==> src/design/digout_consts.svh <==
/*
  Constants for the threshold digital output block: register offsets,
  field positions, reset values and value limits.
  Assumes inclusion by bare name from the package and the top module.
*/
`ifndef DIGOUT_CONSTS_SVH
`define DIGOUT_CONSTS_SVH

// ----------------------------------------------------------------------
// channel count and register map
// ----------------------------------------------------------------------
`define NUM_CHANNELS      3
`define CH_FIELD_HI       7
`define CH_FIELD_LO       4
`define OFF_SOURCE        4'h0
`define OFF_CONFIG        4'h4
`define OFF_THRESHOLD     4'h8
`define OFF_STATUS        4'hC

// ----------------------------------------------------------------------
// field positions and widths
// ----------------------------------------------------------------------
`define CFG_INVERT_BIT    0
`define CFG_ABS_BIT       1
`define STATUS_ON_BIT     0
`define SOURCE_WIDTH      10
`define THRESHOLD_WIDTH   16

// ----------------------------------------------------------------------
// reset values and limits
// ----------------------------------------------------------------------
`define SOURCE_RST_ONE    10'h04D
`define SOURCE_RST_TWO    10'h07A
`define SOURCE_RST_THREE  10'h07D
`define SOURCE_MAX        32'h0000027F
`define THRESHOLD_RST     16'h0000
`define THRESHOLD_MAX     32'sh00007530
`define THRESHOLD_MIN     32'shFFFF8AD0
`define INVERT_RST        1'b0
`define ABS_RST           1'b1

`endif

==> src/design/digout_pkg.sv <==
/*
  Types shared by the threshold digital output block.
  Assumes digout_consts.svh is on the include path.
*/
`default_nettype none

`include "digout_consts.svh"

package digout_pkg;

  // per channel settings written by software
  typedef struct packed {
    logic [`SOURCE_WIDTH-1:0]    source;
    logic                        invert;
    logic                        absolute_value_enable;
    logic [`THRESHOLD_WIDTH-1:0] threshold;
  } chan_cfg_s;

  typedef chan_cfg_s [`NUM_CHANNELS-1:0] cfg_array_t;

  // whole register state of the top module
  typedef struct packed {
    cfg_array_t  cfg;
    logic [31:0] prdata;
    logic        pready;
    logic        pslverr;
  } top_state_s;

  // state of one channel
  typedef struct packed {
    logic terminal;
  } chan_state_s;

endpackage

`default_nettype wire

==> src/design/digout_channel.sv <==
/*
  One output channel: optional absolute value, strict greater-than test
  against a signed threshold, optional inversion, registered terminal.
  Assumes source value and logic flag come from logic on the same clock.
*/
`timescale 1ns/1ps
`default_nettype none

module digout_channel
  import digout_pkg::*;
(
  input  wire logic               pclk,
  input  wire logic               presetn,
  input  wire digout_pkg::chan_cfg_s cfg,
  input  wire logic [31:0]        source_value,
  input  wire logic               source_is_logic,
  output logic                    terminal
);
  import digout_pkg::*;

  chan_state_s      st_reg;
  chan_state_s      st_next;
  logic signed [32:0] tested;
  logic signed [32:0] limit;

  // ----------------------------------------------------------------------
  // compare and drive
  // ----------------------------------------------------------------------
  // logic sources reduce to one or zero before the test
  always_comb
  begin
    st_next = st_reg;
    if (source_is_logic)
      tested = (source_value != 32'h00000000) ? 33'sh1 : 33'sh0;
    else
      tested = $signed({source_value[31], source_value});
    if (cfg.absolute_value_enable && tested < 33'sh0)
      tested = -tested;
    limit = $signed({{17{cfg.threshold[15]}}, cfg.threshold});
    st_next.terminal = (tested > limit) ^ cfg.invert;
  end

  // output registered every clock
  always_ff @(posedge pclk or negedge presetn)
  begin
    if (!presetn)
      st_reg <= '0;
    else
      st_reg <= st_next;
  end

  assign terminal = st_reg.terminal;

endmodule

`default_nettype wire

==> src/design/digout_top.sv <==
/*
  Three-channel threshold digital output block with an APB register
  slave. Each channel reads an internal parameter chosen by its source
  index and drives a 24 V output terminal through a registered output.
  Register map, four words per channel, channel number in paddr[7:4]:
    +0x0 source index, 10 bits, read/write, refused above 639
    +0x4 config: bit 0 invert, bit 1 absolute value, read/write
    +0x8 threshold, signed hundredths of a percent, sign-extended on read
    +0xC status: bit 0 is the terminal state, read only
  Channels 3 to 15 and unaligned offsets answer with pslverr.
  Assumes the parameter store answers source_value for each index on
  the same clock, and that the APB master follows the usual protocol.
  Assumes the master accepts zero wait states: pready rises in the
  first access cycle of every transfer and lasts one cycle.
  Assumes source_value is a signed number in hundredths of a percent,
  and that source_is_logic marks one-bit parameters.
*/
// Behaviour
// - each channel picks its source parameter by an index from 0 to 639
// - absolute-value option strips the sign before the comparison
// - invert option drives the complement of the result, else unchanged
// - true final result drives terminal high (24 V), false drives 0 V
// - reset source indices are 77, 122 and 125
// - logic sources present one for true and zero for false
// - percent value 0.00 is logic zero, any nonzero value logic one
`timescale 1ns/1ps
`default_nettype none

`include "digout_consts.svh"

module digout_top
  import digout_pkg::*;
(
  input  wire logic        pclk,
  input  wire logic        presetn,
  input  wire logic        psel,
  input  wire logic        penable,
  input  wire logic        pwrite,
  input  wire logic [7:0]  paddr,
  input  wire logic [31:0] pwdata,
  output logic [31:0]      prdata,
  output logic             pready,
  output logic             pslverr,
  output logic [9:0]       source_index_one,
  output logic [9:0]       source_index_two,
  output logic [9:0]       source_index_three,
  input  wire logic [31:0] source_value_one,
  input  wire logic [31:0] source_value_two,
  input  wire logic [31:0] source_value_three,
  input  wire logic        source_is_logic_one,
  input  wire logic        source_is_logic_two,
  input  wire logic        source_is_logic_three,
  output logic             output_terminal_one,
  output logic             output_terminal_two,
  output logic             output_terminal_three
);
  import digout_pkg::*;

  top_state_s               st_reg;
  top_state_s               st_next;
  logic [31:0]              value_vec [`NUM_CHANNELS];
  logic [`NUM_CHANNELS-1:0] logic_vec;
  logic [`NUM_CHANNELS-1:0] term_vec;
  logic                     setup_phase;
  logic                     write_commit;

  // ----------------------------------------------------------------------
  // reset value of the register state
  // ----------------------------------------------------------------------
  function automatic top_state_s reset_state();
    top_state_s s;
    s = '0;
    for (int i = 0; i < `NUM_CHANNELS; i++)
    begin
      s.cfg[i].invert                = `INVERT_RST;
      s.cfg[i].absolute_value_enable = `ABS_RST;
      s.cfg[i].threshold             = `THRESHOLD_RST;
    end
    s.cfg[0].source = `SOURCE_RST_ONE;
    s.cfg[1].source = `SOURCE_RST_TWO;
    s.cfg[2].source = `SOURCE_RST_THREE;
    return s;
  endfunction

  // ----------------------------------------------------------------------
  // write value checks
  // ----------------------------------------------------------------------
  // a source index must name a parameter that exists
  function automatic logic source_ok(input logic [31:0] d);
    return d <= `SOURCE_MAX;
  endfunction

  // a threshold must stay within plus or minus 300.00 percent
  function automatic logic threshold_ok(input logic [31:0] d);
    return ($signed(d) >= `THRESHOLD_MIN) && ($signed(d) <= `THRESHOLD_MAX);
  endfunction

  // ----------------------------------------------------------------------
  // apb phase decode
  // ----------------------------------------------------------------------
  // setup cycle: answer is decoded and latched for the access cycle
  assign setup_phase  = psel && !penable;
  // commit edge: access cycle with ready high and no error pending
  assign write_commit = psel && penable && st_reg.pready && pwrite && !st_reg.pslverr;

  // ----------------------------------------------------------------------
  // apb slave: decode in setup, answer in access, write on completion
  // ----------------------------------------------------------------------
  always_comb
  begin
    logic [3:0]  ch;
    logic [3:0]  off;
    logic        hit;
    logic [31:0] rd;
    ch      = paddr[`CH_FIELD_HI:`CH_FIELD_LO];
    off     = paddr[3:0];
    hit     = 1'b0;
    rd      = 32'h00000000;
    st_next = st_reg;
    st_next.pready  = 1'b0;
    // read word of the addressed register; unmapped offsets clear hit
    for (int i = 0; i < `NUM_CHANNELS; i++)
    begin
      if (ch == 4'(i))
      begin
        hit = 1'b1;
        unique case (off)
          `OFF_SOURCE:    rd = {22'h0, st_reg.cfg[i].source};
          `OFF_CONFIG:    rd = {30'h0, st_reg.cfg[i].absolute_value_enable,
                                st_reg.cfg[i].invert};
          `OFF_THRESHOLD: rd = {{16{st_reg.cfg[i].threshold[15]}}, st_reg.cfg[i].threshold};
          `OFF_STATUS:    rd = {31'h0, term_vec[i]};
          default:        hit = 1'b0;
        endcase
      end
    end
    // setup phase: latch answer so it leaves a flop
    if (setup_phase)
    begin
      st_next.pready  = 1'b1;
      st_next.pslverr = !hit;
      st_next.prdata  = hit ? rd : 32'h00000000;
    end
    // completing edge of a good write
    if (write_commit)
    begin
      for (int i = 0; i < `NUM_CHANNELS; i++)
      begin
        if (ch == 4'(i))
        begin
          unique case (off)
            `OFF_SOURCE:
              if (source_ok(pwdata))
                st_next.cfg[i].source = pwdata[`SOURCE_WIDTH-1:0];
            `OFF_CONFIG:
            begin
              st_next.cfg[i].invert                = pwdata[`CFG_INVERT_BIT];
              st_next.cfg[i].absolute_value_enable = pwdata[`CFG_ABS_BIT];
            end
            `OFF_THRESHOLD:
              if (threshold_ok(pwdata))
                st_next.cfg[i].threshold = pwdata[`THRESHOLD_WIDTH-1:0];
            default: ;                                                 // status is read only
          endcase
        end
      end
    end
  end

  // register the whole state
  always_ff @(posedge pclk or negedge presetn)
  begin
    if (!presetn)
      st_reg <= reset_state();
    else
      st_reg <= st_next;
  end

  // ----------------------------------------------------------------------
  // channels
  // ----------------------------------------------------------------------
  // gather per channel inputs
  assign value_vec[0] = source_value_one;
  assign value_vec[1] = source_value_two;
  assign value_vec[2] = source_value_three;
  assign logic_vec    = {source_is_logic_three, source_is_logic_two, source_is_logic_one};

  // one compare channel each; terminal follows its settings one clock
  // after a register write, and the status word reads the same flop
  for (genvar g = 0; g < `NUM_CHANNELS; g++)
  begin : g_chan
    digout_channel u_chan
    (
      .pclk            (pclk),
      .presetn         (presetn),
      .cfg             (st_reg.cfg[g]),
      .source_value    (value_vec[g]),
      .source_is_logic (logic_vec[g]),
      .terminal        (term_vec[g])
    );
  end

  // ----------------------------------------------------------------------
  // outputs
  // ----------------------------------------------------------------------
  // bus answer straight from the state flops
  assign prdata                = st_reg.prdata;
  assign pready                = st_reg.pready;
  assign pslverr               = st_reg.pslverr;

  // source selects for the parameter store
  assign source_index_one      = st_reg.cfg[0].source;
  assign source_index_two      = st_reg.cfg[1].source;
  assign source_index_three    = st_reg.cfg[2].source;

  // terminals straight from the channel flops
  assign output_terminal_one   = term_vec[0];
  assign output_terminal_two   = term_vec[1];
  assign output_terminal_three = term_vec[2];

endmodule

`default_nettype wire

==> config.mk <==
export PLATFORM = sky130hd
export DESIGN_NAME = digout_top
export DESIGN_NICKNAME = d
export VERILOG_FILES = /design/src/design/digout_pkg.sv /design/src/design/digout_channel.sv /design/src/design/digout_top.sv
export VERILOG_INCLUDE_DIRS = /design/src /design/src/design
export SDC_FILE = /design/constraint.sdc
export NUM_CORES = 1
export LEC_CHECK = 0
export BUFFER_PORTS_ARGS = -buffer_cell sky130_fd_sc_hd__buf_2
export CORE_ASPECT_RATIO = 1.5
export CORE_MARGIN = 2
export CORE_UTILIZATION = 60
export DETAILED_ROUTE_END_ITERATION = 8
export PLACE_DENSITY = 0.83
export SLEW_MARGIN = 20
export SYNTH_ARGS = -nofsm -noshare
export SYNTH_HDL_FRONTEND = slang
export SYNTH_HIERARCHICAL = 1
export SYNTH_SLANG_ARGS = --single-unit
export TNS_END_PERCENT = 30
==> constraint.sdc <==
create_clock -name pclk -period 6.5 [get_ports pclk]
set_clock_uncertainty 0.05 [all_clocks]
set_input_delay 1.625 -clock pclk [delete_from_list [all_inputs] [get_ports pclk]]
set_output_delay 1.625 -clock pclk [all_outputs]
set_load 0.05 [all_outputs]
# Word-level counts from Yosys, hierarchy flattened
# Index checks and enable logic that the tools add are counted.
word_totals:
  ff_bits: 121
  in_bits: 144
  wordCells: 86
op_classes:
  add_sub_neg: 3
  n_lt_le_gt_ge: 9
  n_eq_ne: 5
  n_mux: 21
  n_bitwise: 3
  reduce_logical: 27
op_table:
  columns: ["op", "n"]
  rows:
  - ["$pmux 32 s4", 3]
  - ["$mux 33", 6]
  - ["$mux 32", 4]
  - ["$gt 33x16->1", 3]
  - ["$lt 33x1->1 const B", 3]
  - ["$neg 33->33", 3]
  - ["$reduce_bool 32->1", 3]
  - ["$ge 32x16->1 const B", 1]
  - ["$le 32x10->1 const B", 1]
  - ["$le 32x16->1 const B", 1]
  - ["$reduce_and 4->1", 6]
  - ["$logic_and 1x1->1", 9]
  - ["$reduce_and 3->1", 3]
  - ["$eq 4x4->1 const B", 2]
  - ["$logic_not 4->1", 2]
  - ["$mux 1", 7]
  - ["$eq 4x1->1 const B", 1]
  - ["$eq 4x2->1 const B", 1]
  - ["$eq 4x3->1 const B", 1]
  - ["$reduce_or 4->1", 1]
  - ["$logic_not 1->1", 3]
  - ["$xor 1x1->1", 3]
  - ["$mux 2", 1]

# Longest topological paths before layout
depth:
  ltp_word: 8
  depth_mapped: 18

# By module
# Netlist, hierarchy kept.
modules_own_cells:
  columns: ["mod", "n_inst", "cells_per_inst", "area_each_um2", "seq_area_each_um2"]
  rows:
  - ["digout_top", 1, 459, 5539.1, 2575.0]
  - ["digout_channel at g_chan[0].u_chan ...", 2, 275, 1876.8, 25.0]
  - ["digout_channel at g_chan[1].u_chan", 1, 264, 1771.7, 25.0]

# Worst setup path after synthesis
# Ideal clock, no wire load.
synth_timing:
  path_type: "in2reg"
  startpoint: "in source_value_two[28]"
  endpoint: "reg g_chan[1].u_chan.st_reg"
  arrival_time_ps: 5293
  t_required_ps: 6321
  path_slack_ps: 1028
  stages: 17
  path_buffers: 0
  path_cell_list: "or4_4 nor4_4 nand3_1 o22ai_1 ha_1 o21ai_1 nor4_1 a31oi_1 xnor2_1 nor2_1 ha_1 a21oi_1 nor2b_1 or4b_2 a211oi_1 a31oi_1 xor2_1"
synth_between:
  elab_chain_len: 8
  word_cells_on_any_way: 9
  cone_classes: "add/sub (1); order compare (2); mux (3); bitwise (1); reduce/logical (2)"
synth_lines:
  columns: ["element", "line", "text"]
  rows:
  - ["start: declaration", "digout_top.sv:48", "input wire logic [31:0] source_value_two,"]
  - ["$reduce_bool 32->1", "digout_channel.sv:34", "tested = (source_value != 32'h00000000) ? 33'sh1 : 33'sh0;"]
  - ["$mux 1", "digout_channel.sv:34", null]
  - ["$mux 33 *", "digout_channel.sv:33", "if (source_is_logic)"]
  - ["$lt 33x1->1", "digout_channel.sv:37", "if (cfg.absolute_value_enable && tested < 33'sh0)"]
  - ["$logic_and 1x1->1", "digout_channel.sv:37", null]
  - ["$mux 33 *", "digout_channel.sv:37", null]
  - ["$gt 33x16->1 *", "digout_channel.sv:40", "st_next.terminal = (tested > limit) ^ cfg.invert;"]
  - ["$xor 1x1->1 *", "digout_channel.sv:40", null]
  - ["via g_chan[1].u_chan.st_next", "digout_channel.sv:22", "chan_state_s st_next;"]
  - ["end signal: assignment", "digout_channel.sv:49", "st_reg <= st_next;"]
  - ["end: declaration", "digout_channel.sv:21", "chan_state_s st_reg;"]
# Mark *: on every way through the listed nets, which the timed path passes. The rest lies on a longest branch.
# A chain may end at the register's enable or synchronous reset.

# Worst setup path after layout
# Ends and elaborated chain as after synthesis.

==> flow_summary_export.csv <==
group,metric,value,unit
global_routing,grt_pass1_wl,50100,um
cts,cts-root-buf,"clkbuf_16",
cts,cts.path.max_buffers,2,
synthesis,synth-async-reset-ratio,100,%
cts,cts_tree,"done",
outcome,outcome,"finished clean",
place,place_inst,1601,
synthesis,ys_top_cells_by_area,"dfrtp_1, ha_1, mux2_4",
synthesis,synth_mux_area_share,13.2,%
layout,fin_nets,1641,
synthesis,syn_avg_cell_area,8.69,um^2
timing,tns,0,ps
timing,slew_viol_final,0,
cts,cts_buffers,9,
synthesis,synth_compound_area_share,15.2,%
timing,timing.fmax,164,MHz
global_routing,grt-ovfl-total,0,
die,core-area,18000,um^2
pwr,p_leak,0.00560,uW
place,port_buffers,210,
setup_path,critPathKind,"in -> reg",
cts,post-cts-setup-buffers,0,
global_routing,grt_use_met3,4.17,%
cts,postCtsHoldBufs,0,
place,hpwl,25700,um
setup_path,cp.arrival,6290,ps
synthesis,seq_area_frac_synth,24.0,%
pwr,vdd_drop_max,0.128,mV
synthesis,synth_warnings,6,
synthesis,synth_enable_flop_cells,0,
cts,clk_pin_slew,70,ps
global_routing,grt_util_met1,35.3,%
layout,final_cell_mix,"buf_2, nor2_1, ha_1, a21oi_1, dfrtp_1",
drt,finalWirelength,32300,um
layout,largest_register_ffs,54,
layout,antenna_cells,0,
setup_path,cp-end-kind,"register",
cts,cts.repair.resized,0,
synthesis,syn_area,11100,um^2
synthesis,synth_seq_cells,105,
flow_run,cap_violations,0,
layout,instances_no_fill,1617,
synthesis,synth_top_family_by_area,"simple AND/OR/NAND/NOR gates",
global_routing,antenna_found_initial,3,
drt,drc_errors,0,
setup_path,cp_max_fo,7,
layout,stdcell_area,12100,um^2
drt,via_per_inst,6.31,
global_routing,grt_usage,32.5,%
layout,multi_input_area,7460,um^2
global_routing,grt_max_degree,84,
timing,tightest_slew,1060,ps
synthesis,synth_top_area_share,19.7,%
synthesis,syn-num-nets,1519,
die,dieArea,19600,um^2
cts,clk_latency,350,ps
place,routabilityCongestion,1.00,
pwr,cellPowerDensity,129,nW/um^2
drt,num_vias,10200,
place,dpl_cell_area,11800,um^2
die,fp-row-count,60,
layout,final_common_cell,"buf_2",
synthesis,synth_xor_area_share,5.62,%
die,die_h,170,um
layout,drive_above_1_share,25.6,%
layout,postLayoutCoreUtil,67.0,%
synthesis,synth_flop_cell,"dfrtp_1",
timing,rsz0062_at_grt,"false",
synthesis,synth_adder_area_share,11.5,%
synthesis,yosysTopAreaCell,"dfrtp_1",
drt,drt_pass1_iterations,5,
die,io_pins,211,
drt,postRouteAntennaNets,0,
timing,period_share,94.0,%
global_routing,gr-max-usage-layer,"met2",
die,die_w,115,um
setup_path,worstPathRequired,6680,ps
timing,hold_viol,0,
timing,setup_viol,0,
synthesis,yosysUniqueCellTypes,72,
synthesis,netlist_instances,1273,
layout,area_growth,9.04,%
drt,drt_iter0_drc,729,
drt,routedWlPerCell,20.0,um
setup_path,worstSetupStartpointType,"input pin",
cts,h-tree-depth,3,
timing,max-slew-margin-rel,28.9,%
setup_path,rrSetupSlack,2830,ps
layout,nFillCells,1568,
timing,period_minus_slack,6110,ps
cts,cts.sinks,105,
layout,seqCellArea,2650,um^2
global_routing,grt_pass1_vias,10000,
min_path,worstHoldPathType,"reg -> reg",
global_routing,met2_usage,58.5,%
die,start_util,61.4,%
synthesis,synth_simple_gate_area_share,21.8,%
layout make-up:
class	count	share of cell area [%]
clock buffers	12	2.04
multi-input cells	994	61.8
inverters	63	1.96
flip-flops and latches	105	22.0
well taps	217	2.25
clock inverters	4	0.446
repair buffers	222	9.51
metrics by stage:
| step | total power [uW] | hold slack (ps) | worst slack (ps) |
|---|---|---|---|
| 6_report | 1560 | 432 | 392 |
| 5_1_grt | 1610 | 458 | 343 |
| 4_1_cts | 1560 | 438 | 554 |
| 3_5_place_dp | 1010 | 423 | 230 |
| 3_3_place_gp | 1000 | 415 | 322 |
| 2_1_floorplan | 862 | 401 | 1030 |
Yosys cell counts, drive strengths merged, types with 4 or more instances:
master	n
nor3	32
nand4	36
o31ai	19
o22ai	10
or3	8
o21ai	50
a21o	10
clkbuf	29
a22oi	14
mux2i	32
buf	82
nor2b	13
nor4	35
xor2	16
a41oi	5
a21oi	87
nand3	22
a211oi	6
or4	10
ha	102
a221o	4
dfrtp	87
nor3b	6
or2	9
nand2	66
dfstp	18
mux2	87
inv	63
nor4b	6
nand2b	34
and3	5
xnor2	55
nor2	148
a22o	12
a31oi	24
and2	6
worst paths after layout:
check                           cells after the start                         to                  from
worst max-delay path                               18  g_chan[1].u_chan/terminal  source_value_two[28]
worst min-delay path                                2                 prdata[13]            prdata[13]
worst max register to register                     12  g_chan[0].u_chan/terminal            st_reg[50]
worst min register to register                      2                 prdata[13]            prdata[13]
max in group asynchronous                           2                 st_reg[90]               presetn
min in group asynchronous                           1        source_index_two[7]               presetn
per-layer routing:
metal | routed length, um | part of all wire, %
met3 | 1630 | 5.0
met2 | 16600 | 51
met4 | 2200 | 6.8
met5 | 24 | 0.074
met1 | 11900 | 37
report_power, final:
| part | switching (uW) | total, uW | internal, uW |
|---|---|---|---|
| clock | 244 | 554 | 310 |
| sequential | 3.19 | 660 | 656 |
| combinational | 214 | 343 | 129 |
cells by family after synthesis:
family / Yosys count
AO/OA/AOI/OAI: 257
flip-flops: 105
multiplexers: 120
AND/OR/NAND/NOR: 444
adder cells (fa/ha/maj): 102
XOR/XNOR: 71
buffers and inverters: 174
worst max-delay path: stages:
cell      delay [ps]
buf_2            110
or4_4            550
nor4_4           260
nand3_1          130
o22ai_1          370
ha_1             270
o21ai_1          230
nor4_1           580
a31oi_1          190
xnor2_1          180
nor2_1            60
ha_1             320
a21oi_1          180
nor2b_1           60
or4b_2           610
a211oi_1         260
a31oi_1          140
xor2_1           160
Power figures use the tool's default switching activity.
